**src/shared/dsmp_pkg.sv**
```systemverilog
// constants and register map of the drive start and manual preset block
package dsmp_pkg;
  // reference width and type shared by limits and manual reference
  localparam int REF_W = 16;
  typedef logic [REF_W-1:0] dsmp_ref_t;

  // register offsets (byte addresses)
  localparam logic [7:0] ADDR_CTRL = 8'h00;
  localparam logic [7:0] ADDR_MIN_SPEED = 8'h04;
  localparam logic [7:0] ADDR_MAX_SPEED = 8'h08;
  localparam logic [7:0] ADDR_MAN_REF = 8'h0C;
  localparam logic [7:0] ADDR_STATUS = 8'h10;

  // control register fields
  localparam int CTRL_PRESET_BIT = 0;
  localparam int CTRL_LEVEL_BIT = 1;
  localparam int CTRL_FLRESP_BIT = 2;
  localparam int CTRL_SRC_LSB = 4;
  localparam int CTRL_SRC_MSB = 5;

  // status register fields
  localparam int ST_RUN_BIT = 0;
  localparam int ST_FORCED_BIT = 1;
  localparam int ST_LOCAL_BIT = 2;
  localparam int ST_MANUAL_BIT = 3;
  localparam int ST_FLFAULT_BIT = 4;

  // control source selector codes
  localparam logic [1:0] SRC_FRONT_PANEL = 2'h0;
  localparam logic [1:0] SRC_TERMINAL_STRIP = 2'h1;
  localparam logic [1:0] SRC_OPTION_PORT = 2'h2;
  localparam logic [1:0] SRC_SERIAL_PORT = 2'h3;

  // function loss response that coasts without a fault
  localparam logic FL_RESP_NO_FAULT = 1'b1;

  // values after reset
  localparam logic RST_PRESET_EN = 1'b0;
  localparam logic RST_LEVEL_EN = 1'b0;
  localparam logic RST_FL_RESP = 1'b0;
  localparam logic [1:0] RST_SRC = SRC_FRONT_PANEL;
  localparam dsmp_ref_t RST_MIN_SPEED = 16'h0000;
  localparam dsmp_ref_t RST_MAX_SPEED = 16'hFFFF;
  localparam dsmp_ref_t RST_MAN_REF = 16'h0000;

  // cycles after reset before pin levels are trusted
  localparam logic [1:0] PRIME_CYCLES = 2'h3;

  // bit positions of the synchronised pin bundle
  localparam int IN_START = 0;
  localparam int IN_STOP = 1;
  localparam int IN_FNLOSS = 2;
  localparam int IN_REMLOC = 3;
  localparam int IN_AUTOMAN = 4;
  localparam int IN_STOPKEY = 5;
  localparam int IN_EDIT = 6;
  localparam int IN_COUNT = 7;
endpackage

```
**src/dsmp_start_ctrl.sv**
```systemverilog
// run permission, start detection and manual reference preset logic
// Behaviour
// - preset enabled loads manual from auto
// - preset disabled leaves manual reference unchanged
// - preset uses magnitude of auto reference
// - preset value clamped between speed limits
// - keypad editing skips the preset
// - level enable selects edge or level start
// - front panel, serial start on edge only
// - start needs fnloss, no fault, bus, no stop
// - edge mode runs after start rising edge
// - level mode runs while start asserted
// - fault coasts; level mode restarts after fault clears
// - fnloss response one coasts without fault
// - stop key forces a fresh start edge
// - self-tune completion forces fresh start edge
// - source change cancels force, acts as edge
// - switch toggle acts like source change
// - switch state at power-up picks local
// - four source values steer start behaviour
// - terminal strip with switch closed is local
`timescale 1ns/1ps
module dsmp_start_ctrl (
  input wire logic sys_clk,
  input wire logic reset,
  input wire logic startIn,
  input wire logic stopIn,
  input wire logic fnLossIn,
  input wire logic remoteLocalSwitch,
  input wire logic autoManualSelect,
  input wire logic stopKeyIn,
  input wire logic keypadEditIn,
  input wire logic faultActive,
  input wire logic dcBusValid,
  input wire logic selfTuneDone,
  input wire dsmp_pkg::dsmp_ref_t autoRef,
  input wire logic [7:0] regAddr,
  input wire logic [31:0] regWrData,
  input wire logic regWrEn,
  input wire logic regRdEn,
  output logic [31:0] regRdData,
  output logic powerOn,
  output dsmp_pkg::dsmp_ref_t manualRef,
  output logic manualMode,
  output logic localActive,
  output logic forcedEdgePending,
  output logic fnLossFault
);
  typedef struct packed {
    logic [1:0] primeCnt;
    logic primed, swPrev, startPrev, manPrev, stopKeyPrev;
    logic [1:0] effSrcPrev;
    logic forced, run, isLocal, flFault;
    logic presetEn, levelEn, flResp;
    logic [1:0] srcSel;
    dsmp_pkg::dsmp_ref_t minSpd, maxSpd, manRef;
    logic [31:0] rdData;
  } dsmp_state_s;

  dsmp_state_s st_reg;
  dsmp_state_s st_next;

  logic [dsmp_pkg::IN_COUNT-1:0] pinBus;
  logic [dsmp_pkg::IN_COUNT-1:0] syncBus;
  logic sStart, sStop, sFnLoss, sSw, sMan, sKey, sEdit;
  logic [1:0] effSrc;
  logic stripOpt, startEdge, stopKeyRise, manRise, srcChanged, permit;
  logic levelMode, startTrig, presetTake, manRefWr;
  dsmp_pkg::dsmp_ref_t presetVal, wrRef;

  ////////////////////////////////////////////////////////////////////////////
  // every contact and keypad pin passes two flip-flops before anything reads it; fault, bus and tune lines are read directly
  assign pinBus = {keypadEditIn, stopKeyIn, autoManualSelect,
                   remoteLocalSwitch, fnLossIn, stopIn, startIn};
  dsmp_sync_bank #(.WIDTH(dsmp_pkg::IN_COUNT)) u_sync (
    .sys_clk(sys_clk), .reset(reset), .pinIn(pinBus), .syncOut(syncBus)
  );

  assign sStart = syncBus[dsmp_pkg::IN_START];
  assign sStop = syncBus[dsmp_pkg::IN_STOP];
  assign sFnLoss = syncBus[dsmp_pkg::IN_FNLOSS];
  assign sSw = syncBus[dsmp_pkg::IN_REMLOC];
  assign sMan = syncBus[dsmp_pkg::IN_AUTOMAN];
  assign sKey = syncBus[dsmp_pkg::IN_STOPKEY];
  assign sEdit = syncBus[dsmp_pkg::IN_EDIT];

  ////////////////////////////////////////////////////////////////////////////
  // magnitude of the auto reference, limited to the speed window
  function automatic dsmp_pkg::dsmp_ref_t clampRef(
    input dsmp_pkg::dsmp_ref_t ref_in,
    input dsmp_pkg::dsmp_ref_t lo,
    input dsmp_pkg::dsmp_ref_t hi
  );
    logic [dsmp_pkg::REF_W:0] mag;
    // 17 bits so the most negative value has a true magnitude
    mag = ref_in[dsmp_pkg::REF_W-1] ?
          ((dsmp_pkg::REF_W+1)'(0) - {1'b1, ref_in}) :
          {1'b0, ref_in};
    clampRef = (mag < {1'b0, lo}) ? lo :
               (mag > {1'b0, hi}) ? hi : mag[dsmp_pkg::REF_W-1:0];
  endfunction

  ////////////////////////////////////////////////////////////////////////////
  // effective source: terminal strip with switch closed behaves as local
  assign effSrc = (st_reg.srcSel == dsmp_pkg::SRC_TERMINAL_STRIP && sSw) ?
                  dsmp_pkg::SRC_FRONT_PANEL : st_reg.srcSel;
  assign stripOpt = (effSrc == dsmp_pkg::SRC_TERMINAL_STRIP) ||
                    (effSrc == dsmp_pkg::SRC_OPTION_PORT);

  // edges compare synced level with last sample; gated until primed
  assign startEdge = st_reg.primed && sStart && !st_reg.startPrev;
  assign stopKeyRise = st_reg.primed && sKey && !st_reg.stopKeyPrev;
  assign manRise = st_reg.primed && sMan && !st_reg.manPrev;
  // a switch toggle counts as a source change even with no selector write
  assign srcChanged = st_reg.primed &&
                      ((effSrc != st_reg.effSrcPrev) ||
                       (sSw != st_reg.swPrev));
  // permissives hold in both start modes
  assign permit = sFnLoss && !faultActive && dcBusValid && !sStop;
  // level sensing only for terminal strip and option port
  assign levelMode = st_reg.levelEn && stripOpt;
  // return to strip or option acts as a start edge
  assign startTrig = startEdge ||
                     (levelMode && sStart && !st_reg.forced) ||
                     (srcChanged && stripOpt && sStart);
  // preset request, its clamped value and the write path
  assign presetTake = manRise && st_reg.presetEn && !sEdit;
  assign presetVal = clampRef(autoRef, st_reg.minSpd, st_reg.maxSpd);
  assign manRefWr = regWrEn && (regAddr == dsmp_pkg::ADDR_MAN_REF);
  assign wrRef = regWrData[dsmp_pkg::REF_W-1:0];

  ////////////////////////////////////////////////////////////////////////////
  // next state of the whole block
  always_comb begin
    st_next = st_reg;
    st_next.rdData = 32'h0000_0000;
    st_next.startPrev = sStart;
    st_next.manPrev = sMan;
    st_next.stopKeyPrev = sKey;
    st_next.swPrev = sSw;
    st_next.effSrcPrev = effSrc;
    st_next.isLocal = (effSrc == dsmp_pkg::SRC_FRONT_PANEL) &&
                      (st_reg.srcSel == dsmp_pkg::SRC_TERMINAL_STRIP);

    // wait for the synchroniser to fill; switch level then taken as is
    if (!st_reg.primed) begin
      st_next.primeCnt = st_reg.primeCnt + 2'h1;
      if (st_reg.primeCnt == dsmp_pkg::PRIME_CYCLES) begin
        st_next.primed = 1'b1;
      end
    end

    // run flag: any lost permissive coasts at once
    if (!st_reg.primed || !permit) begin
      st_next.run = 1'b0;
    end else if (stopKeyRise) begin
      st_next.run = 1'b0;
    end else if (st_reg.run) begin
      if (levelMode && !sStart) begin
        st_next.run = 1'b0;
      end
    end else if (startTrig) begin
      st_next.run = 1'b1;
    end

    // sticky force flag; set beats a same-cycle clear
    if ((stopKeyRise || (selfTuneDone && st_reg.primed)) && stripOpt) begin
      st_next.forced = 1'b1;
    end else if (startEdge || srcChanged) begin
      st_next.forced = 1'b0;
    end

    // function loss with fault response raises a sticky fault flag
    if (st_reg.run && !sFnLoss &&
        st_reg.flResp != dsmp_pkg::FL_RESP_NO_FAULT) begin
      st_next.flFault = 1'b1;
    end else if (regWrEn && regAddr == dsmp_pkg::ADDR_STATUS &&
                 regWrData[dsmp_pkg::ST_FLFAULT_BIT]) begin
      st_next.flFault = 1'b0;
    end

    // register writes
    if (regWrEn) begin
      unique case (regAddr)
        dsmp_pkg::ADDR_CTRL: begin
          st_next.presetEn = regWrData[dsmp_pkg::CTRL_PRESET_BIT];
          st_next.levelEn = regWrData[dsmp_pkg::CTRL_LEVEL_BIT];
          st_next.flResp = regWrData[dsmp_pkg::CTRL_FLRESP_BIT];
          st_next.srcSel =
            regWrData[dsmp_pkg::CTRL_SRC_MSB:dsmp_pkg::CTRL_SRC_LSB];
        end
        dsmp_pkg::ADDR_MIN_SPEED: st_next.minSpd = wrRef;
        dsmp_pkg::ADDR_MAX_SPEED: st_next.maxSpd = wrRef;
        dsmp_pkg::ADDR_MAN_REF: st_next.manRef = wrRef;
        default: ;
      endcase
    end

    // preset beats a same-cycle software write of the manual reference
    if (presetTake) begin
      st_next.manRef = presetVal;
    end

    // read data stand one cycle after the strobe, zero otherwise
    if (regRdEn) begin
      unique case (regAddr)
        dsmp_pkg::ADDR_CTRL: begin
          st_next.rdData[dsmp_pkg::CTRL_PRESET_BIT] = st_reg.presetEn;
          st_next.rdData[dsmp_pkg::CTRL_LEVEL_BIT] = st_reg.levelEn;
          st_next.rdData[dsmp_pkg::CTRL_FLRESP_BIT] = st_reg.flResp;
          st_next.rdData[dsmp_pkg::CTRL_SRC_MSB:dsmp_pkg::CTRL_SRC_LSB] =
            st_reg.srcSel;
        end
        dsmp_pkg::ADDR_MIN_SPEED: begin
          st_next.rdData[dsmp_pkg::REF_W-1:0] = st_reg.minSpd;
        end
        dsmp_pkg::ADDR_MAX_SPEED: begin
          st_next.rdData[dsmp_pkg::REF_W-1:0] = st_reg.maxSpd;
        end
        dsmp_pkg::ADDR_MAN_REF: begin
          st_next.rdData[dsmp_pkg::REF_W-1:0] = st_reg.manRef;
        end
        dsmp_pkg::ADDR_STATUS: begin
          st_next.rdData[dsmp_pkg::ST_RUN_BIT] = st_reg.run;
          st_next.rdData[dsmp_pkg::ST_FORCED_BIT] = st_reg.forced;
          st_next.rdData[dsmp_pkg::ST_LOCAL_BIT] = st_reg.isLocal;
          st_next.rdData[dsmp_pkg::ST_MANUAL_BIT] = st_reg.manPrev;
          st_next.rdData[dsmp_pkg::ST_FLFAULT_BIT] = st_reg.flFault;
        end
        default: ;
      endcase
    end
  end

  ////////////////////////////////////////////////////////////////////////////
  // state register with constant reset values
  always_ff @(posedge sys_clk or posedge reset) begin
    if (reset) begin
      st_reg <= '0;
      st_reg.presetEn <= dsmp_pkg::RST_PRESET_EN;
      st_reg.levelEn <= dsmp_pkg::RST_LEVEL_EN;
      st_reg.flResp <= dsmp_pkg::RST_FL_RESP;
      st_reg.srcSel <= dsmp_pkg::RST_SRC;
      st_reg.effSrcPrev <= dsmp_pkg::RST_SRC;
      st_reg.minSpd <= dsmp_pkg::RST_MIN_SPEED;
      st_reg.maxSpd <= dsmp_pkg::RST_MAX_SPEED;
      st_reg.manRef <= dsmp_pkg::RST_MAN_REF;
    end else begin
      st_reg <= st_next;
    end
  end

  // outputs straight from state flip-flops
  assign regRdData = st_reg.rdData;
  assign powerOn = st_reg.run;
  assign manualRef = st_reg.manRef;
  assign manualMode = st_reg.manPrev;
  assign localActive = st_reg.isLocal;
  assign forcedEdgePending = st_reg.forced;
  assign fnLossFault = st_reg.flFault;
endmodule

```
**src/dsmp_sync_bank.sv**
```systemverilog
// two flip-flop synchroniser bank for asynchronous pin levels
`timescale 1ns/1ps
module dsmp_sync_bank #(
  parameter int WIDTH = 7
) (
  input wire logic sys_clk,
  input wire logic reset,
  input wire logic [WIDTH-1:0] pinIn,
  output logic [WIDTH-1:0] syncOut
);
  typedef struct packed {
    logic [WIDTH-1:0] stage1;
    logic [WIDTH-1:0] stage2;
  } dsmp_sync_s;

  dsmp_sync_s st_reg;
  dsmp_sync_s st_next;

  ////////////////////////////////////////////////////////////////////////////
  // stage1 feeds only stage2, so metastability never reaches logic
  always_comb begin
    st_next = st_reg;
    st_next.stage1 = pinIn;
    st_next.stage2 = st_reg.stage1;
  end

  // all stages clear to zero under reset
  always_ff @(posedge sys_clk or posedge reset) begin
    if (reset) begin
      st_reg <= '0;
    end else begin
      st_reg <= st_next;
    end
  end

  assign syncOut = st_reg.stage2;
endmodule

```
**config.mk**
```make
export PLATFORM = sky130hd
export DESIGN_NAME = dsmp_start_ctrl
export DESIGN_NICKNAME = d
export VERILOG_FILES = /design/src/shared/dsmp_pkg.sv /design/src/dsmp_start_ctrl.sv /design/src/dsmp_sync_bank.sv
export SDC_FILE = /design/constraint.sdc
export NUM_CORES = 1
export LEC_CHECK = 0
export BUFFER_PORTS_ARGS = -buffer_cell sky130_fd_sc_hd__buf_2
export CORE_MARGIN = 2
export CORE_UTILIZATION = 50
export DETAILED_ROUTE_END_ITERATION = 8
export PLACE_DENSITY_LB_ADDON = 0.08
export SLEW_MARGIN = 15
export SYNTH_ARGS = -nofsm -noshare
export SYNTH_HDL_FRONTEND = slang
export SYNTH_SLANG_ARGS = --single-unit
```
**constraint.sdc**
```tcl
create_clock -name sys_clk -period 3.2 [get_ports sys_clk]
set_input_delay 0.8 -clock sys_clk [delete_from_list [all_inputs] [get_ports sys_clk]]
set_output_delay 0.8 -clock sys_clk [all_outputs]
set_load 0.02 [all_outputs]
```
==> flow_summary.toml <==
[outcome]
status = "finished with violations"
failed_checks = "setup timing"

[critical_path]
criticalPathCategory = "primary input to register"
r2r_cells = 9
reg2reg_slack_ns = 0.65
path_max_fanout = 6
r2r_end = "manualRef[14]$_DFFE_PP0P_"
cp.required_ns = 3.45
r2r-start = "st_reg[52]$_DFFE_PP1P_"
cp-start-kind = "primary input"
cp-end-kind = "register"
cp.arrival_ns = 3.72

[yosys]
netlist_area_sq_um = 5826
synth_edf_count = 0
synth.distinct_cells = 56
synth_area_per_cell_sq_um = 10.24
yosys-top-cells-count = "dfrtp_1, buf_4, nand2_1"
synth.top_cell.area_share_pct = 34.36
synth-seq-cells = 96
synthTopCellsByArea = "dfrtp_1, ha_1, dfstp_2, buf_4, mux2_2"
syn_inst = 569
yosysTopAreaCell = "dfrtp_1"
ys.warnings.count = 0
synth-async-reset-ratio_pct = 100.0
ys.flop_type = "dfrtp_1"
post-synth-top-count-cell = "dfrtp_1"
seq_area_frac_synth_pct = 41.58

[cells_and_area]
diodes = 0
largest_reg_flops = 45
nets = 786
final_layout_size_suffix_gt1_share_pct = 40.76
finalInstanceArea_sq_um = 7199
fillers = 951
final_cells = 830
final_util_pct = 63.05
area_growth_pct = 23.58

[place]
place.gp.congestion = 0.9313
dp_hpwl_mm = 9.993
dp_cells = 802
placed_area_sq_um = 6515
io_buffers = 90

[run]
cap_viol_max_count = 0

[timing]
drv_slew = 0
setup_ws_ns = -0.2690
setup_viol = 16
timing.fmax_mhz = 288.3
post-route-period-util_pct = 108.4
tns_ns = -3.485
finalHoldViolCount = 0
worst_pin_slew_ns = 0.8495
slew_headroom_pct = 43.16
fin_skew_ns = 0.006408
grt_setup_unrepaired = "true"
fin_crit_ns = 3.469

[floorplan]
start_util_pct = 51.02
die_x_um = 111.9
rows = 39
coreArea_sq_um = 11420
die_h_um = 111.9
dieArea_sq_um = 12530
io_pins = 123

[min_path]
hold_end = "u_sync.syncOut[6]$_DFF_PP0_"
hold_start = "u_sync.st_next[6]$_DFF_PP0_"
min_path_cells = 0
hold_path_class = "register to register"

[grt]
grt_first_pass_wirelength_mm = 22.67
grt_remaining_overflow = 0
grt_max_degree = 97
antenna_found_initial = 0
grt_usage_pct = 22.87
grt_pass1_vias = 4468

[route]
drt_iter0_markers = 227
drt-total-wl_mm = 14.28
first_pass_iters = 4
final_antenna_net_count = 0
drc = 0
wl_per_cell_um = 17.21
vias = 4603
viasPerCell = 5.546

[pwr]
leakage_nw = 3.406
finalPower_mw = 3.167
peakVddDrop_v = 0.0003762
p_per_area_nw_per_um2 = 439.9

[clock_tree]
clkSinkCount = 96
cts-buffers-inserted = 9
cts_hold_buf = 0
cts_buffer_depth = 2
htreeDepth = 3
root_buffer = "clkbuf_16"
tritoncts = "built"
insertion_delay_ns = 0.35
clkTransAtPathRegs_ns = 0.07
==> power by group <==
group / switching [mW] / leakage [nW] / total [mW] / internal (mW)
sequential: 0.0514 / 1.22 / 1.33 / 1.28
combinational: 0.368 / 2.03 / 0.701 / 0.333
clock: 0.494 / 0.151 / 1.13 / 0.638
==> worst max-delay path by stage <==
| stage | startpoint | to | depth (start not counted) |
|---|---|---|---|
| 5_1_grt | autoRef[5] | manualRef[0]$_DFFE_PP0P_ | 15 |
| 3_5_place_dp | autoRef[3] | manualRef[14]$_DFFE_PP0P_ | 12 |
| 6_report | autoRef[10] | manualRef[14]$_DFFE_PP0P_ | 11 |
| 2_1_floorplan | autoRef[3] | manualRef[11]$_DFFE_PP0P_ | 11 |
| 3_3_place_gp | autoRef[3] | manualRef[13]$_DFFE_PP0P_ | 12 |
| 4_1_cts | autoRef[4] | manualRef[1]$_DFFE_PP0P_ | 12 |
==> placed cells by master (no fill, tap or decap), drive strengths merged, types with 7 or more instances in the layout <==
cell     count
and3        21
inv         39
a22oi       10
nand2       44
xnor2       15
o21ai       20
conb        16
dfrtp       80
o31ai       16
mux2i       19
mux2        40
ha          34
buf        159
a2bb2oi     16
a21oi       32
dfstp       16
nand3        7
clkbuf      10
nor2        25
==> metrics by stage <==
stage | worst slack [ns] | hold WS [ns]
finish | -0.2690 | 0.3488
global route | -0.3626 | 0.3564
CTS | -0.2194 | 0.3506
floorplan | -0.2274 | 0.3312
global placement | -0.5994 | 0.3315
detailed placement | -0.6507 | 0.3347
==> per-layer routing <==
metal	global-route usage, %	part of all wire [%]
met3	5.008	6.4
met4	6.748	1.3
met1	33.51	47
met5	0	0
met2	34.26	45
==> timing repair <==
item	4_1_cts	5_1_grt
cloned	0	2
pin swaps	5	19
resized for setup	11	43
buffers inserted	5	5
setup endpoints to repair	16	16
hold endpoints to repair	0	0
==> logic make-up (layout without fill, tap and decap cells) <==
group                      count (synthesis)  after routing  synth area share (%)
AOI/OAI and AO/OA                        122            122                 14.11
DFF                                       96             96                 41.58
muxes                                     60             60                 12.03
and+or+nand+nor                          130            130                 11.92
buffers and inverters                    110            213                 10.59
adders and majority gates                 34             34                 7.302
xor gates and xnor gates                  16             16                 2.406
other                                      1             16               0.06437
==> area by class of cell <==
type | count | area (sq um) | share of cell area [%]
Multi-Input combinational cell | 378 | 3108 | 43.17
Sequential cell | 96 | 2422 | 33.65
Timing Repair Buffer | 159 | 1030 | 14.30
Clock buffer | 10 | 239.0 | 3.319
Tap cell | 143 | 178.9 | 2.485
Inverter | 38 | 146.4 | 2.033
Clock inverter | 6 | 75.07 | 1.043
==> worst max-delay path: stages <==
cell      delay [ns]
buf_6           0.09
or4_4           0.55
o41ai_4         0.36
xnor2_2         0.17
ha_1            0.27
a21o_1          0.17
a211o_1         0.28
a2111o_1        0.45
buf_6           0.20
and3_1          0.18
o31ai_2         0.21
Power figures use the tool's default switching activity.
